`src/tmr_pkg.sv`:
```
package tmr_pkg;

	// ------------------------------------------------------------
	// register indices (byte address = index * 4)
	// ------------------------------------------------------------
	localparam logic [5:0] IDX_CTRL_A = 6'h30;
	localparam logic [5:0] IDX_COUNT  = 6'h32;
	localparam logic [5:0] IDX_CTRL_B = 6'h33;
	localparam logic [5:0] IDX_CMP_A  = 6'h36;
	localparam logic [5:0] IDX_FLAGS  = 6'h38;
	localparam logic [5:0] IDX_MASK   = 6'h39;
	localparam logic [5:0] IDX_CMP_B  = 6'h3C;

	// ------------------------------------------------------------
	// field positions
	// ------------------------------------------------------------
	localparam int FOC_A_BIT   = 7;
	localparam int FOC_B_BIT   = 6;
	localparam int WM2_BIT     = 3;
	localparam int OMA_LSB     = 6;
	localparam int OMB_LSB     = 4;
	localparam int FLG_CMPB    = 2;
	localparam int FLG_CMPA    = 1;
	localparam int FLG_OVF     = 0;

	// ------------------------------------------------------------
	// values after reset and fixed counts
	// ------------------------------------------------------------
	localparam logic [7:0] RST_BYTE   = 8'h00;
	localparam logic [2:0] RST_FLAGS  = 3'h0;
	localparam logic [9:0] RST_PRE    = 10'h000;
	localparam logic [7:0] CNT_MAX    = 8'hFF;
	localparam logic [7:0] CNT_BOTTOM = 8'h00;
	localparam logic [7:0] CNT_ONE    = 8'h01;

	// clock-select codes
	localparam logic [2:0] CS_STOP    = 3'h0;
	localparam logic [2:0] CS_DIV1    = 3'h1;
	localparam logic [2:0] CS_DIV8    = 3'h2;
	localparam logic [2:0] CS_DIV64   = 3'h3;
	localparam logic [2:0] CS_DIV256  = 3'h4;
	localparam logic [2:0] CS_DIV1024 = 3'h5;
	localparam logic [2:0] CS_EXT_FALL = 3'h6;
	localparam logic [2:0] CS_EXT_RISE = 3'h7;

	// wave-mode codes
	localparam logic [2:0] WM_NORMAL  = 3'h0;
	localparam logic [2:0] WM_PC_FF   = 3'h1;
	localparam logic [2:0] WM_CTC     = 3'h2;
	localparam logic [2:0] WM_FAST_FF = 3'h3;
	localparam logic [2:0] WM_PC_A    = 3'h5;
	localparam logic [2:0] WM_FAST_A  = 3'h7;

	localparam logic [1:0] RESP_OKAY   = 2'h0;
	localparam logic [1:0] RESP_SLVERR = 2'h2;

endpackage

```
`src/tmr_timer8.sv`:
```
module tmr_timer8 (
	input  wire logic        aclk,
	input  wire logic        aresetn,
	input  wire logic [7:0]  s_axi_awaddr,
	input  wire logic        s_axi_awvalid,
	output logic             s_axi_awready,
	input  wire logic [31:0] s_axi_wdata,
	input  wire logic [3:0]  s_axi_wstrb,
	input  wire logic        s_axi_wvalid,
	output logic             s_axi_wready,
	output logic [1:0]       s_axi_bresp,
	output logic             s_axi_bvalid,
	input  wire logic        s_axi_bready,
	input  wire logic [7:0]  s_axi_araddr,
	input  wire logic        s_axi_arvalid,
	output logic             s_axi_arready,
	output logic [31:0]      s_axi_rdata,
	output logic [1:0]       s_axi_rresp,
	output logic             s_axi_rvalid,
	input  wire logic        s_axi_rready,
	input  wire logic        ext_count_pin,
	input  wire logic        global_irq_enable,
	input  wire logic        ack_overflow,
	input  wire logic        ack_compare_a,
	input  wire logic        ack_compare_b,
	output logic             irq_overflow,
	output logic             irq_compare_a,
	output logic             irq_compare_b,
	output logic             wave_out_a,
	output logic             wave_out_b,
	output logic             wave_oe_a,
	output logic             wave_oe_b
);

	// ------------------------------------------------------------
	// bus slave
	// ------------------------------------------------------------
	logic        aw_full, next_aw_full, w_full, next_w_full;
	logic [5:0]  aw_idx, next_aw_idx;
	logic [7:0]  w_byte, next_w_byte;
	logic        w_lane, next_w_lane;
	logic        next_awready, next_wready, next_bvalid, next_arready, next_rvalid;
	logic [1:0]  next_bresp, next_rresp;
	logic [31:0] next_rdata;
	logic        do_write, do_read, wr_en;
	logic [7:0]  rd_byte;
	logic        rd_hit;

	function automatic logic idx_mapped(input logic [5:0] idx);
		idx_mapped = (idx == tmr_pkg::IDX_CTRL_A) || (idx == tmr_pkg::IDX_CTRL_B) ||
			(idx == tmr_pkg::IDX_COUNT) || (idx == tmr_pkg::IDX_CMP_A) ||
			(idx == tmr_pkg::IDX_CMP_B) || (idx == tmr_pkg::IDX_MASK) ||
			(idx == tmr_pkg::IDX_FLAGS);
	endfunction

	// timer state declared early for the read mux
	logic [7:0] ctrl_a, count, cmp_a, cmp_b;
	logic       wm_bit2;
	logic [2:0] clk_sel, mask, flags;

	always_comb begin
		do_write     = aw_full && w_full && !s_axi_bvalid;
		wr_en        = do_write && w_lane && idx_mapped(aw_idx);
		do_read      = s_axi_arvalid && s_axi_arready;
		next_aw_full = (aw_full && !do_write) || (s_axi_awvalid && s_axi_awready);
		next_w_full  = (w_full && !do_write) || (s_axi_wvalid && s_axi_wready);
		next_aw_idx  = (s_axi_awvalid && s_axi_awready) ? s_axi_awaddr[7:2] : aw_idx;
		next_w_byte  = (s_axi_wvalid && s_axi_wready) ? s_axi_wdata[7:0] : w_byte;
		next_w_lane  = (s_axi_wvalid && s_axi_wready) ? s_axi_wstrb[0] : w_lane;
		next_awready = !next_aw_full;
		next_wready  = !next_w_full;
		next_bvalid  = do_write || (s_axi_bvalid && !s_axi_bready);
		next_bresp   = do_write ? (idx_mapped(aw_idx) ? tmr_pkg::RESP_OKAY :
			tmr_pkg::RESP_SLVERR) : s_axi_bresp;
		next_rvalid  = do_read || (s_axi_rvalid && !s_axi_rready);
		next_arready = !next_rvalid;
		rd_hit       = 1'b1;
		unique case (s_axi_araddr[7:2])
			tmr_pkg::IDX_CTRL_A: rd_byte = ctrl_a;
			tmr_pkg::IDX_CTRL_B: rd_byte = {4'h0, wm_bit2, clk_sel};
			tmr_pkg::IDX_COUNT:  rd_byte = count;
			tmr_pkg::IDX_CMP_A:  rd_byte = cmp_a;
			tmr_pkg::IDX_CMP_B:  rd_byte = cmp_b;
			tmr_pkg::IDX_MASK:   rd_byte = {5'h00, mask};
			tmr_pkg::IDX_FLAGS:  rd_byte = {5'h00, flags};
			default: begin
				rd_byte = tmr_pkg::RST_BYTE;
				rd_hit  = 1'b0;
			end
		endcase
		next_rdata = do_read ? {24'h000000, rd_byte} : s_axi_rdata;
		next_rresp = do_read ? (rd_hit ? tmr_pkg::RESP_OKAY : tmr_pkg::RESP_SLVERR) :
			s_axi_rresp;
	end

	always_ff @(posedge aclk) begin
		if (!aresetn) begin
			aw_full       <= 1'b0;
			w_full        <= 1'b0;
			aw_idx        <= 6'h00;
			w_byte        <= tmr_pkg::RST_BYTE;
			w_lane        <= 1'b0;
			s_axi_awready <= 1'b1;
			s_axi_wready  <= 1'b1;
			s_axi_bvalid  <= 1'b0;
			s_axi_bresp   <= tmr_pkg::RESP_OKAY;
			s_axi_arready <= 1'b1;
			s_axi_rvalid  <= 1'b0;
			s_axi_rdata   <= 32'h00000000;
			s_axi_rresp   <= tmr_pkg::RESP_OKAY;
		end else begin
			aw_full       <= next_aw_full;
			w_full        <= next_w_full;
			aw_idx        <= next_aw_idx;
			w_byte        <= next_w_byte;
			w_lane        <= next_w_lane;
			s_axi_awready <= next_awready;
			s_axi_wready  <= next_wready;
			s_axi_bvalid  <= next_bvalid;
			s_axi_bresp   <= next_bresp;
			s_axi_arready <= next_arready;
			s_axi_rvalid  <= next_rvalid;
			s_axi_rdata   <= next_rdata;
			s_axi_rresp   <= next_rresp;
		end
	end

	// ------------------------------------------------------------
	// timer core
	// ------------------------------------------------------------
	logic [7:0] next_ctrl_a, next_count, next_cmp_a, next_cmp_b;
	logic       next_wm_bit2, dir_down, next_dir_down, blocked, next_blocked;
	logic [2:0] next_clk_sel, next_mask, next_flags, set_f, clr_f;
	logic [9:0] pre, next_pre;
	logic       pin_s1, pin_s2, pin_prev;
	logic       next_wave_a, next_wave_b;
	logic [2:0] next_irq;
	logic [2:0] wm;
	logic [7:0] top, ovf_pt;
	logic       tick, is_pwm, is_fast, is_phase, hit_a, hit_b, ovf_evt, at_bot;
	logic       force_a, force_b;

	// prescaler taps are all-ones in the low bits, one cycle per period
	function automatic logic tap_hit(input logic [9:0] p, input int bits);
		tap_hit = &(p | ~((10'h001 << bits) - 10'h001));
	endfunction

	function automatic logic wave_step(input logic [1:0] om, input logic cur,
		input logic pwm, input logic fast, input logic hit, input logic bot,
		input logic down, input logic tog_ok);
		logic r;
		r = cur;
		if (!pwm) begin
			if (hit) begin
				unique case (om)
					2'h1: r = !cur;
					2'h2: r = 1'b0;
					2'h3: r = 1'b1;
					2'h0: r = cur;
				endcase
			end
		end else if (om[1]) begin
			if (hit)
				r = fast ? om[0] : (om[0] ^ down);
			if (fast && bot)
				r = !om[0];
		end else if (om[0] && tog_ok && hit) begin
			r = !cur;
		end
		wave_step = r;
	endfunction

	always_comb begin
		wm       = {wm_bit2, ctrl_a[1:0]};
		is_pwm   = wm[0];
		is_fast  = wm[1:0] == 2'h3;
		is_phase = wm[1:0] == 2'h1;
		top      = (wm == tmr_pkg::WM_CTC || wm == tmr_pkg::WM_PC_A ||
			wm == tmr_pkg::WM_FAST_A) ? cmp_a : tmr_pkg::CNT_MAX;
		ovf_pt   = (wm == tmr_pkg::WM_FAST_A) ? top : tmr_pkg::CNT_MAX;
		unique case (clk_sel)
			tmr_pkg::CS_STOP:     tick = 1'b0;
			tmr_pkg::CS_DIV1:     tick = 1'b1;
			tmr_pkg::CS_DIV8:     tick = tap_hit(pre, 3);
			tmr_pkg::CS_DIV64:    tick = tap_hit(pre, 6);
			tmr_pkg::CS_DIV256:   tick = tap_hit(pre, 8);
			tmr_pkg::CS_DIV1024:  tick = tap_hit(pre, 10);
			tmr_pkg::CS_EXT_FALL: tick = pin_prev && !pin_s2;
			tmr_pkg::CS_EXT_RISE: tick = !pin_prev && pin_s2;
		endcase
		// a write to the counter removes the match on the next tick
		hit_a   = tick && !blocked && (count == cmp_a);
		hit_b   = tick && !blocked && (count == cmp_b);
		at_bot  = tick && !is_phase && (count == top);
		ovf_evt = tick && (is_phase ? (dir_down && count == tmr_pkg::CNT_ONE) :
			(count == ovf_pt));
		force_a = wr_en && aw_idx == tmr_pkg::IDX_CTRL_B &&
			w_byte[tmr_pkg::FOC_A_BIT] && !is_pwm;
		force_b = wr_en && aw_idx == tmr_pkg::IDX_CTRL_B &&
			w_byte[tmr_pkg::FOC_B_BIT] && !is_pwm;

		next_pre      = pre + 10'h001;
		next_dir_down = dir_down;
		next_count    = count;
		next_blocked  = blocked && !tick;
		if (tick) begin
			if (is_phase) begin
				if (!dir_down && count == top) begin
					next_dir_down = 1'b1;
					next_count    = (top == tmr_pkg::CNT_BOTTOM) ? count : count - 8'h01;
				end else if (dir_down && count == tmr_pkg::CNT_BOTTOM) begin
					next_dir_down = 1'b0;
					next_count    = count + 8'h01;
				end else begin
					next_count = dir_down ? count - 8'h01 : count + 8'h01;
				end
			end else begin
				next_dir_down = 1'b0;
				// only a real tick clears at top; forcing never does
				next_count    = (count == top) ? tmr_pkg::CNT_BOTTOM : count + 8'h01;
			end
		end

		next_ctrl_a  = ctrl_a;
		next_wm_bit2 = wm_bit2;
		next_clk_sel = clk_sel;
		next_cmp_a   = cmp_a;
		next_cmp_b   = cmp_b;
		next_mask    = mask;
		clr_f        = {ack_compare_b, ack_compare_a, ack_overflow};
		if (wr_en) begin
			unique case (aw_idx)
				tmr_pkg::IDX_CTRL_A: next_ctrl_a = w_byte;
				tmr_pkg::IDX_CTRL_B: begin
					next_wm_bit2 = w_byte[tmr_pkg::WM2_BIT];
					next_clk_sel = w_byte[2:0];
				end
				tmr_pkg::IDX_COUNT: begin
					next_count   = w_byte;
					next_blocked = 1'b1;
				end
				tmr_pkg::IDX_CMP_A: next_cmp_a = w_byte;
				tmr_pkg::IDX_CMP_B: next_cmp_b = w_byte;
				tmr_pkg::IDX_MASK:  next_mask = w_byte[2:0];
				tmr_pkg::IDX_FLAGS: clr_f = clr_f | w_byte[2:0];
				default: next_mask = mask;
			endcase
		end
		// set beats clear so no event is lost; forcing never sets a flag
		set_f      = {hit_b, hit_a, ovf_evt};
		next_flags = (flags & ~clr_f) | set_f;
		next_irq   = next_flags & mask & {3{global_irq_enable}};
		next_wave_a = wave_step(ctrl_a[tmr_pkg::OMA_LSB +: 2], wave_out_a, is_pwm,
			is_fast, hit_a || force_a, at_bot, dir_down, wm_bit2);
		next_wave_b = wave_step(ctrl_a[tmr_pkg::OMB_LSB +: 2], wave_out_b, is_pwm,
			is_fast, hit_b || force_b, at_bot, dir_down, 1'b0);
	end

	always_ff @(posedge aclk) begin
		if (!aresetn) begin
			ctrl_a        <= tmr_pkg::RST_BYTE;
			wm_bit2       <= 1'b0;
			clk_sel       <= tmr_pkg::CS_STOP;
			count         <= tmr_pkg::RST_BYTE;
			cmp_a         <= tmr_pkg::RST_BYTE;
			cmp_b         <= tmr_pkg::RST_BYTE;
			mask          <= tmr_pkg::RST_FLAGS;
			flags         <= tmr_pkg::RST_FLAGS;
			pre           <= tmr_pkg::RST_PRE;
			dir_down      <= 1'b0;
			blocked       <= 1'b0;
			pin_s1        <= 1'b0;
			pin_s2        <= 1'b0;
			pin_prev      <= 1'b0;
			wave_out_a    <= 1'b0;
			wave_out_b    <= 1'b0;
			wave_oe_a     <= 1'b0;
			wave_oe_b     <= 1'b0;
			irq_overflow  <= 1'b0;
			irq_compare_a <= 1'b0;
			irq_compare_b <= 1'b0;
		end else begin
			ctrl_a        <= next_ctrl_a;
			wm_bit2       <= next_wm_bit2;
			clk_sel       <= next_clk_sel;
			count         <= next_count;
			cmp_a         <= next_cmp_a;
			cmp_b         <= next_cmp_b;
			mask          <= next_mask;
			flags         <= next_flags;
			pre           <= next_pre;
			dir_down      <= next_dir_down;
			blocked       <= next_blocked;
			// pin is sampled regardless of its direction
			pin_s1        <= ext_count_pin;
			pin_s2        <= pin_s1;
			pin_prev      <= pin_s2;
			wave_out_a    <= next_wave_a;
			wave_out_b    <= next_wave_b;
			wave_oe_a     <= next_ctrl_a[tmr_pkg::OMA_LSB +: 2] != 2'h0;
			wave_oe_b     <= next_ctrl_a[tmr_pkg::OMB_LSB +: 2] != 2'h0;
			irq_overflow  <= next_irq[tmr_pkg::FLG_OVF];
			irq_compare_a <= next_irq[tmr_pkg::FLG_CMPA];
			irq_compare_b <= next_irq[tmr_pkg::FLG_CMPB];
		end
	end

	logic wr_ctrl_b;
	assign wr_ctrl_b = wr_en && aw_idx == tmr_pkg::IDX_CTRL_B;
endmodule // tmr_timer8

```
`config.mk`:
```
export PLATFORM = sky130hd
export DESIGN_NAME = tmr_timer8
export DESIGN_NICKNAME = d
export VERILOG_FILES = /design/src/tmr_pkg.sv /design/src/tmr_timer8.sv
export SDC_FILE = /design/constraint.sdc
export NUM_CORES = 1
export LEC_CHECK = 0
export BUFFER_PORTS_ARGS = -buffer_cell sky130_fd_sc_hd__buf_2
export CAP_MARGIN = 20
export CORE_MARGIN = 2
export CORE_UTILIZATION = 32
export CTS_CLUSTER_DIAMETER = 120
export DETAILED_ROUTE_END_ITERATION = 10
export PLACE_DENSITY = 0.55
export SLEW_MARGIN = 20
export SYNTH_ARGS = -nofsm -noshare
export SYNTH_HDL_FRONTEND = slang
export SYNTH_SLANG_ARGS = --single-unit
```
`constraint.sdc`:
```
create_clock -name aclk -period 5.1 [get_ports aclk]
set_input_delay 0.765 -clock aclk [delete_from_list [all_inputs] [get_ports aclk]]
set_output_delay 0.765 -clock aclk [all_outputs]
set_load 0.03 [all_outputs]
```
Yosys cells after proc, flatten, opt, wreduce, memory -nomap -nowiden
Index checks and enable logic that the tools add are counted.
{"block": "classes", "mul": 0, "addsub": 3, "div": 0, "eq_ne": 44, "n_bitwise": 8, "magnitude_cmp": 0, "n_reduce_logical": 85, "muxes": 41, "shifts": 0}
{"cell": "$mux W8", "count": 13}
{"cell": "$eq A6 B6 Y1 const B", "count": 14}
{"cell": "$pmux W8 S7", "count": 1}
{"cell": "$eq A8 B8 Y1", "count": 4}
{"cell": "$logic_and A1 B1 Y1", "count": 31}
{"cell": "$mux W1", "count": 20}
{"cell": "$eq A3 B3 Y1 const B", "count": 6}
{"cell": "$logic_not A1 Y1", "count": 18}
{"cell": "$logic_not A8 Y1", "count": 2}
{"cell": "$logic_or A1 B1 Y1", "count": 14}
{"cell": "$ne A3 B1 Y1 const B", "count": 4}
{"cell": "$reduce_and A2 Y1", "count": 6}
{"cell": "$add A10 B1 Y10 const B", "count": 1}
{"cell": "$eq A2 B2 Y1 const B", "count": 5}
{"cell": "$reduce_and A10 Y1", "count": 1}
{"cell": "$and A3 B3 Y3", "count": 3}
{"cell": "$eq A3 B2 Y1 const B", "count": 3}
{"cell": "$add A8 B1 Y8 const B", "count": 1}
{"cell": "$eq A8 B1 Y1 const B", "count": 1}
{"cell": "$pmux W1 S8", "count": 1}
{"cell": "$reduce_and A4 Y1", "count": 2}
{"cell": "$reduce_and A8 Y1", "count": 1}
{"cell": "$reduce_bool A2 Y1", "count": 4}
{"cell": "$sub A8 B1 Y8 const B", "count": 1}
{"cell": "15 further kinds", "count": 24}
{"block": "word_totals", "wordCells": 216, "register_bits": 98, "rom_bits": 0, "out_inout_bits": 48, "mem_bits_rw": 0, "memories": 0, "latchBits": 0}

Depth between registers and ports, before layout
Gate-level depths: netlist of the first run.
{"block": "depth", "word_depth": 16, "mapped_depth": 12, "depth_no_buf": 10}

Worst setup path before layout of the first run
No wires, ideal clock.
{"block": "synth_timing", "path_type": "flip-flop to flip-flop", "startpoint": "register count[1]", "endpoint": "register count[7]", "n_path_buf": 1, "path_slack_ns": 2.798, "arrival_time_ns": 2.228, "stages_incl_launch_ff": 10, "cell_sequence": "dfxtp_1 buf_4 inv_2 a2111oi_4 nand3_1 a21o_1 o41ai_4 a32oi_1 o31a_1 a31oi_1"}
{"block": "synth_via", "elab_chain_len": 8}
{"element": "start: declaration", "line_no": "tmr_timer8.sv:57", "text": "logic [7:0] ctrl_a, count, cmp_a, cmp_b;"}
{"element": "start signal: assignment", "line_no": "tmr_timer8.sv:264", "text": "count <= tmr_pkg::RST_BYTE;"}
{"element": "start signal: assignment", "line_no": "tmr_timer8.sv:286", "text": "count <= next_count;"}
{"element": "$add A8 B1 Y8, or another cell as far along", "line_no": "tmr_timer8.sv:213, tmr_timer8.sv:215, tmr_timer8.sv:220"}
{"element": "$mux W8 or $logic_and A1 B1 Y1 (tied branches)", "line_no": "tmr_timer8.sv:215, tmr_timer8.sv:211"}
{"element": "$mux W8", "line_no": "tmr_timer8.sv:211", "text": "end else if (dir_down && count == tmr_pkg::CNT_BOTTOM) begin"}
{"element": "$mux W8", "line_no": "tmr_timer8.sv:208", "text": "if (!dir_down && count == top) begin"}
{"element": "$mux W8 (*)", "line_no": "tmr_timer8.sv:207", "text": "if (is_phase) begin"}
{"element": "$mux W8 (*)", "line_no": "tmr_timer8.sv:206", "text": "if (tick) begin"}
{"element": "$mux W8", "line_no": "tmr_timer8.sv:232", "text": "unique case (aw_idx)"}
{"element": "$mux W8 (*)", "line_no": "tmr_timer8.sv:231", "text": "if (wr_en) begin"}
Mark *: on every way between the ends. The rest lies on a longest branch, timed or not.
A chain may end at the register's enable or synchronous reset.

Final worst setup path of the first run
{"block": "layout_timing", "startpoint": "register count[3]", "endpoint": "register count[5]"}
The elaborated chain is that of the path after synthesis.

==> summary.md, run 1 <==
| Metric | Value |
|---|---|
| Initial core utilization | `0.325` |
| CP Launch Point | `count[3]` |
| Cts hold-fix bufs | `0` |
| Post-synthesis sequential area ratio | `0.375` |
| Synth unique cells | `69` |
| Final hold violation count | `0` |
| Leakage | `2.13 nW` |
| Setup TNS | `0 ns` |
| CTS sink count | `96` |
| Crit path buf inv count | `0` |
| Worst-path fanout max | `17` |
| # placed instances | `880` |
| # diodes | `0` |
| Average wire per standard cell | `16.1 um` |
| Clock-pin slew on the worst setup and hold paths | `0.07 ns` |
| Worst IR Drop VDD | `0.209 mV` |
| DP HPWL | `10500 um` |
| WL met3 | `937 um` |
| GPL Wtd Cong | `0.862` |
| DR vias | `4687` |
| Worst-margin pin slew | `0.958 ns` |
| Die width | `131 um` |
| Top delay family on crit path | `compound AO/OA/AOI/OAI gates` |
| Slowest CP cell | `dfxtp_1` |
| Main synth FF type | `dfxtp_1` |
| Reg2Reg Launch Point | `count[3]` |
| Max Clock Skew | `0.0106 ns` |
| Max layer used | `met4` |
| Seq cells post-synth | `96` |
| EDFF count, synth | `0` |
| Remaining DRCs | `0` |
| Syn avg cell area | `7.98 um^2` |
| Worst EP required | `5.31 ns` |
| Crit. End Element | `flip-flop` |
| Post-synthesis async set-or-reset flop share | `0` |
| Clock Tree Buf Depth | `2` |
| RSZ-0062 raised after global routing | `false` |
| Worst hold start | `pin_s1` |
| Largest net degree at the start of global routing | `51` |
| Detailed Route Iter0 Violations | `291` |
| Vias/cell | `5.23` |
| Fill count | `1720` |
| Port Buffers | `54` |
| WP depth | `8` |
| Routed metal-1 wire length | `6550 um` |
| Layout cells sized above 1 | `0.129` |
| Met2 routed WL | `6660 um` |
| Final antenna-violating net count | `0` |
| Highest clock rate | `308 MHz` |
| Die ar. | `17000 um^2` |
| # rows | `46` |
| Clk root buf | `clkbuf_16` |
| Rel. slew slack | `0.358` |
| Worst min-delay path class | `reg2reg` |
| Worst hold path cell count | `1` |
| Biggest cell delay along the critical path | `0.73 ns` |
| Nets | `744` |
| Fin crit share | `0.637` |
| Crit-path cells | `nor2b_1, a2111oi_4, nand3_1, a21oi_1, a21boi_1, a221o_1, a22oi_1, o22ai_1` |
| Total gr overflow | `0` |
| Max-slew violations | `0` |
| First-pass GRT wire length | `23100 um` |
| Worst Setup Start Kind | `flip-flop` |
| First-pass DRT Iterations | `5` |
| Number of antenna violations at the first check in global routing | `0` |
| Status | `completed` |
| Layout area overhead | `12.7%` |
| MaxCap Viol Count | `0` |
| Post-CTS Setup Inserts | `0` |
| CP arrival | `3.46 ns` |
| Die Y-Extent | `131 um` |
| Clk Latency, worst-skew pair | `0.35 ns` |
| Resized cells post-CTS | `0` |
| Pwr per Cell Area | `285 nW/um^2` |
| Top Ports | `112` |
| CTS Buf Count | `9` |
| Syn Std Cell Area | `5120 um^2` |
| Final setup violation count | `0` |
| R2R setup slack | `1.85 ns` |
| Tmin final | `3.25 ns` |
| Cell Count, Final, Fillers Out | `896` |
| H-tree levels | `3` |
| Syn Inst Count | `642` |
| TritonCTS clock tree | `done` |
| Yosys warns | `0` |
| Routed Wire Length | `14500 um` |
| CORE AREA | `15800 um^2` |
| GRT Total Usage | `0.175` |
| FF-to-FF path depth | `8` |
| Vias in the first global route | `4411` |
| Crit path kind | `reg2reg` |
cells in the mapped netlist (all sizes together), types with 13 or more instances:
| master | number | area share |
|---|---|---|
| nand2b | 13 | 0.016 |
| nor2 | 59 | 0.043 |
| nand2 | 87 | 0.064 |
| dfxtp | 96 | 0.38 |
| a21oi | 70 | 0.068 |
| mux2i | 14 | 0.027 |
| inv | 17 | 0.012 |
| buf | 36 | 0.048 |
| o21ai | 19 | 0.019 |
| xnor2 | 15 | 0.026 |
| clkbuf | 24 | 0.018 |
| nand3 | 35 | 0.034 |
flip-flops by register name (all words and copies together), names as in the netlist, 3 cells and up:
register,count
aw_idx,6
clk_sel,3
cmp_a,8
cmp_b,8
count,8
ctrl_a,8
flags,3
mask,3
pre,10
s_axi_rdata,8
w_byte,8
final timing paths:
| kind | endpoint |
|---|---|
| setup / recovery | count[5] |
| hold / removal | pin_s2 |
| setup reg to reg | count[5] |
| hold reg to reg | pin_s2 |
per-stage QoR:
stage | hold slack [ns] | setup WS (ns) | total power [mW] | instance area [um^2] | util
global route | 0.474 | 1.68 | 1.71 | 5770 | 0.366
finish | 0.426 | 1.85 | 1.64 | 5770 | 0.366
detailed placement | 0.421 | 1.88 | 0.909 | 5450 | 0.345
floorplan | 0.412 | 2.80 | 0.888 | 5220 | -
global placement | 0.420 | 1.93 | 0.907 | 5450 | 0.345
CTS | 0.431 | 1.87 | 1.66 | 5770 | 0.366
per-layer routing:
layer,up-vias,track usage
met5,-,0
met2,157,0.281
met1,2209,0.237
met3,29,0.0375
li1,2292,-
met4,0,0.0544
kinds of logic after synthesis:
kind of cell / share of synthesized area
fa+ha+maj: 0.0122
xor+xnor: 0.0342
buf+inv: 0.0779
compound gates: 0.216
flops: 0.375
other cells: 0.000732
simple gates: 0.250
mux: 0.0339
cell type report:
class	instances	area (um^2)	share of cell area
inverters	17	63.8	0.0111
multi-input cells	494	2900	0.502
clock inverters	6	90.1	0.0156
clock buffers	10	239	0.0414
flip-flops and latches	96	1920	0.333
repair buffers	57	293	0.0507
well taps	216	270	0.0468
power by group:
| group | internal [mW] | total, mW | switching, mW |
|---|---|---|---|
| Clock | 0.445 | 0.752 | 0.307 |
| Sequential | 0.765 | 0.787 | 0.0219 |
| Combinational | 0.0285 | 0.106 | 0.0773 |
| Total | 1.24 | 1.64 | 0.406 |
layout by cell type (no fill, tap or decap), types with 5 or more instances in the layout:
cell,count
buf_2,54
dfxtp_1,96
nor2_1,59
and2_1,10
o211ai_1,5
and3_1,6
a32oi_1,7
or3_1,5
nor3_1,6
conb_1,26
o21a_1,5
a22oi_1,10
o21ai_0,19
nor4_1,7
a31oi_1,6
nor2b_1,5
ha_1,5
xor2_1,5
clkbuf_16,9
nand2_1,87
mux2i_1,14
a22o_1,8
a21oi_1,70
nand2b_1,13
xnor2_1,15
nand3_1,35
inv_1,15
nand4_1,5
No activity file was read; power rests on OpenSTA's default activity.
==> run 2: changes to the inputs <==
--- a/config.mk
+++ b/config.mk
@@ -11,7 +11,7 @@
 export CORE_UTILIZATION = 32
 export CTS_CLUSTER_DIAMETER = 120
 export DETAILED_ROUTE_END_ITERATION = 10
-export PLACE_DENSITY = 0.55
+export PLACE_DENSITY = 0.57
 export SLEW_MARGIN = 20
 export SYNTH_ARGS = -nofsm -noshare
 export SYNTH_HDL_FRONTEND = slang
==> constraint.sdc (replaced) <==
create_clock -name aclk -period 2.6 [get_ports aclk]
set_input_delay 0.39 -clock aclk [delete_from_list [all_inputs] [get_ports aclk]]
set_output_delay 0.39 -clock aclk [all_outputs]
set_load 0.03 [all_outputs]
==> run 2 against run 1 <==
  * Worst hold slack got worse by 0.18 ns
  * Maximum frequency is 32% higher
  * Global-route usage shrank 0.32 points
  * Clock skew shrank 0.00066 ns
  * Sequential share of layout area down 2.7 points
  * Combinational power is 110% higher
  * Clock power up 120%
  * Die area unchanged
  * Sequential cell count unchanged
  * Critical path type unchanged
  * Critical endpoint is now count[7]
  * Largest cell class unchanged
==> summary.md, run 2 (synthesized netlist as in run 1, its figures left out) <==
| Metric | Value |
|---|---|
| Status | `completed (unchanged)` |
| Initial core utilization | `0.325 (unchanged)` |
| Fin area | `6300 um^2 (was 5770 um^2)` |
| Total gr overflow | `0 (unchanged)` |
| Reg2Reg Launch Point | `count[0] (was count[3])` |
| Worst Setup Start Kind | `flip-flop (unchanged)` |
| Die Y-Extent | `131 um (unchanged)` |
| Switching Fraction | `0.230 (was 0.247)` |
| Seq pwr share | `0.451 (was 0.478)` |
| Pint | `2.63 mW (was 1.24 mW)` |
| P_sw | `0.784 mW (was 0.406 mW)` |
| Worst min-delay path class | `in2reg (was reg2reg)` |
| Clk root buf | `clkbuf_16 (unchanged)` |
| Final antenna-violating net count | `0 (unchanged)` |
| Largest net degree at the start of global routing | `40 (was 51)` |
| # placed instances | `924 (was 880)` |
| First-pass DRT Iterations | `5 (unchanged)` |
| Combinational cell fraction of total power | `0.064 (about the same)` |
| Final setup violation count | `0 (unchanged)` |
| CTS sink count | `96 (unchanged)` |
| Commonest non-fill, non-tap cell in the layout | `dfxtp_1 (unchanged)` |
| Placed instance area | `5800 um^2 (was 5450 um^2)` |
| Cell Count, Final, Fillers Out | `947 (was 896)` |
| Max Clock Skew | `0.00993 ns (was 0.0106 ns)` |
| H-tree levels | `3 (unchanged)` |
| Worst IR Drop VDD | `0.313 mV (was 0.209 mV)` |
| Crit path kind | `reg2reg (unchanged)` |
| R2R setup slack | `0.14 ns (was 1.85 ns)` |
| Rel. slew slack | `0.491 (was 0.358)` |
| GPL Wtd Cong | `0.862 (about the same)` |
| # rows | `46 (unchanged)` |
| Nets | `795 (was 744)` |
| Worst-margin pin slew | `0.758 ns (was 0.958 ns)` |
| CP arrival | `2.75 ns (was 3.46 ns)` |
| WHS Endpoint | `pin_s1 (was pin_s2)` |
| Clock-pin slew on the worst setup and hold paths | `0.07 ns (about the same)` |
| Die ar. | `17000 um^2 (unchanged)` |
| Worst-path fanout max | `6 (was 17)` |
| Average wire per standard cell | `15.1 um (was 16.1 um)` |
| TritonCTS clock tree | `done (unchanged)` |
| Pwr per Cell Area | `542 nW/um^2 (was 285 nW/um^2)` |
| Detailed Route Iter0 Violations | `307 (was 291)` |
| Dpl ws | `0.0729 ns (was 1.88 ns)` |
| FF-to-FF path depth | `9 (was 8)` |
| DR vias | `4786 (was 4687)` |
| Fin crit share | `0.948 (was 0.637)` |
| Port Buffers | `54 (unchanged)` |
| Highest clock rate | `406 MHz (was 308 MHz)` |
| Final setup margin | `0.136 ns (was 1.85 ns)` |
| Worst hold slack | `0.245 ns (was 0.426 ns)` |
| Cts hold-fix bufs | `0 (unchanged)` |
| # diodes | `0 (unchanged)` |
| Number of antenna violations at the first check in global routing | `0 (unchanged)` |
| Crit-path cells | `inv_1, o2111ai_1, or3_1, a21o_1, o41ai_4, buf_4, a32oi_1, o31a_1, a31oi_1 (was nor2b_1, a2111oi_4, nand3_1, a21oi_1, a21boi_1, a221o_1, a22oi_1, o22ai_1)` |
| Worst EP required | `2.88 ns (was 5.31 ns)` |
| Layout cells sized above 1 | `0.198 (was 0.129)` |
| Largest Register | `pre (unchanged)` |
| MaxCap Viol Count | `0 (unchanged)` |
| Biggest cell delay along the critical path | `0.40 ns (was 0.73 ns)` |
| Largest register FFs | `10 (unchanged)` |
| Remaining DRCs | `0 (unchanged)` |
| Worst hold path cell count | `2 (was 1)` |
| Tmin final | `2.46 ns (was 3.25 ns)` |
| Vias in the first global route | `4312 (was 4411)` |
| Crit. End Element | `flip-flop (unchanged)` |
| Clk Latency, worst-skew pair | `0.36 ns (was 0.35 ns)` |
| Top Ports | `112 (unchanged)` |
| Layout area overhead | `22.9% (was 12.7%)` |
| Leakage | `2.44 nW (was 2.13 nW)` |
| Most frequent cells in the layout | `95 x dfxtp_1, 87 x nand2_1, 70 x a21oi_1 (was 96 x dfxtp_1, 87 x nand2_1, 70 x a21oi_1)` |
| DP HPWL | `10900 um (was 10500 um)` |
| Clock Tree Buf Depth | `2 (unchanged)` |
| RSZ-0062 raised after global routing | `true (was false)` |
| Clock share of power | `0.486 (was 0.457)` |
| Final hold violation count | `0 (unchanged)` |
| Worst hold start | `ext_count_pin (was pin_s1)` |
| CORE AREA | `15800 um^2 (unchanged)` |
| CTS Buf Count | `9 (unchanged)` |
| Routed Wire Length | `14300 um (was 14500 um)` |
| Die width | `131 um (unchanged)` |
| GRT Total Usage | `0.172 (was 0.175)` |
| Setup TNS | `0 ns (unchanged)` |
| Vias/cell | `5.05 (was 5.23)` |
| First-pass GRT wire length | `22700 um (was 23100 um)` |
| Slowest CP cell | `dfxtp_1 (unchanged)` |
| Max-slew violations | `0 (unchanged)` |
| CP Launch Point | `count[0] (was count[3])` |
| Reg2reg end | `count[7] (was count[5])` |
[run 2: layout make-up]
cell class	instances	area, um^2
clock buffers	10	239
inverters	17	63.8
well taps	216	270
fillers	1646	9470
flip-flops and latches	96	1920
multi-input cells	494	2950
repair buffers	108	713
clock inverters	6	138
[run 2: repair_timing]
action                                  4_1_cts  5_1_grt
setup buffers                                 0        7
endpoints found under the setup margin        0       26
hold endpoints to repair                      0        0
resized for setup                             0       10
[run 2: worst max-delay path by stage]
stage                            to  slack, ns  depth (start not counted)
final                      count[7]       0.14                          9
after global routing       cmp_a[3]     -0.004                          9
after CTS                 wave_oe_b       0.06                          7
after detailed placement  wave_oe_b       0.07                          7
after global placement     count[3]       0.06                          9
after floorplan            count[7]       0.30                          9
[run 2: worst max-delay path: cells and delay by family (launching register included)]
kind	cells	cell delay, ns
buffers and inverters	2	0.39
DFF	1	0.40
and+or+nand+nor	1	0.40
AOI/OAI and AO/OA	6	1.20
[run 2: metrics by stage]
| stage | utilization | power (mW) |
|---|---|---|
| 6_report | 0.399 | 3.42 |
| 3_5_place_dp | 0.368 | 1.79 |
| 3_3_place_gp | 0.368 | 1.79 |
| 4_1_cts | 0.392 | 3.45 |
| 2_1_floorplan | - | 1.74 |
| 5_1_grt | 0.399 | 3.53 |
[run 2: routing by layer]
layer	GRT usage	up-vias	wire length, um
li1	-	2411	-
met1	0.240	2237	6800
met2	0.269	115	6550
met3	0.0281	23	654
met4	0.0626	0	266
met5	0	-	0
[run 2: power groups by stage]
stage                     Clock (mW)  Combinational (mW)  Sequential (mW)
after floorplan                    0               0.172             1.57
after global placement             0               0.216             1.57
after detailed placement           0               0.218             1.57
after CTS                       1.69               0.218             1.54
after global routing            1.75               0.243             1.54
final                           1.66               0.218             1.54
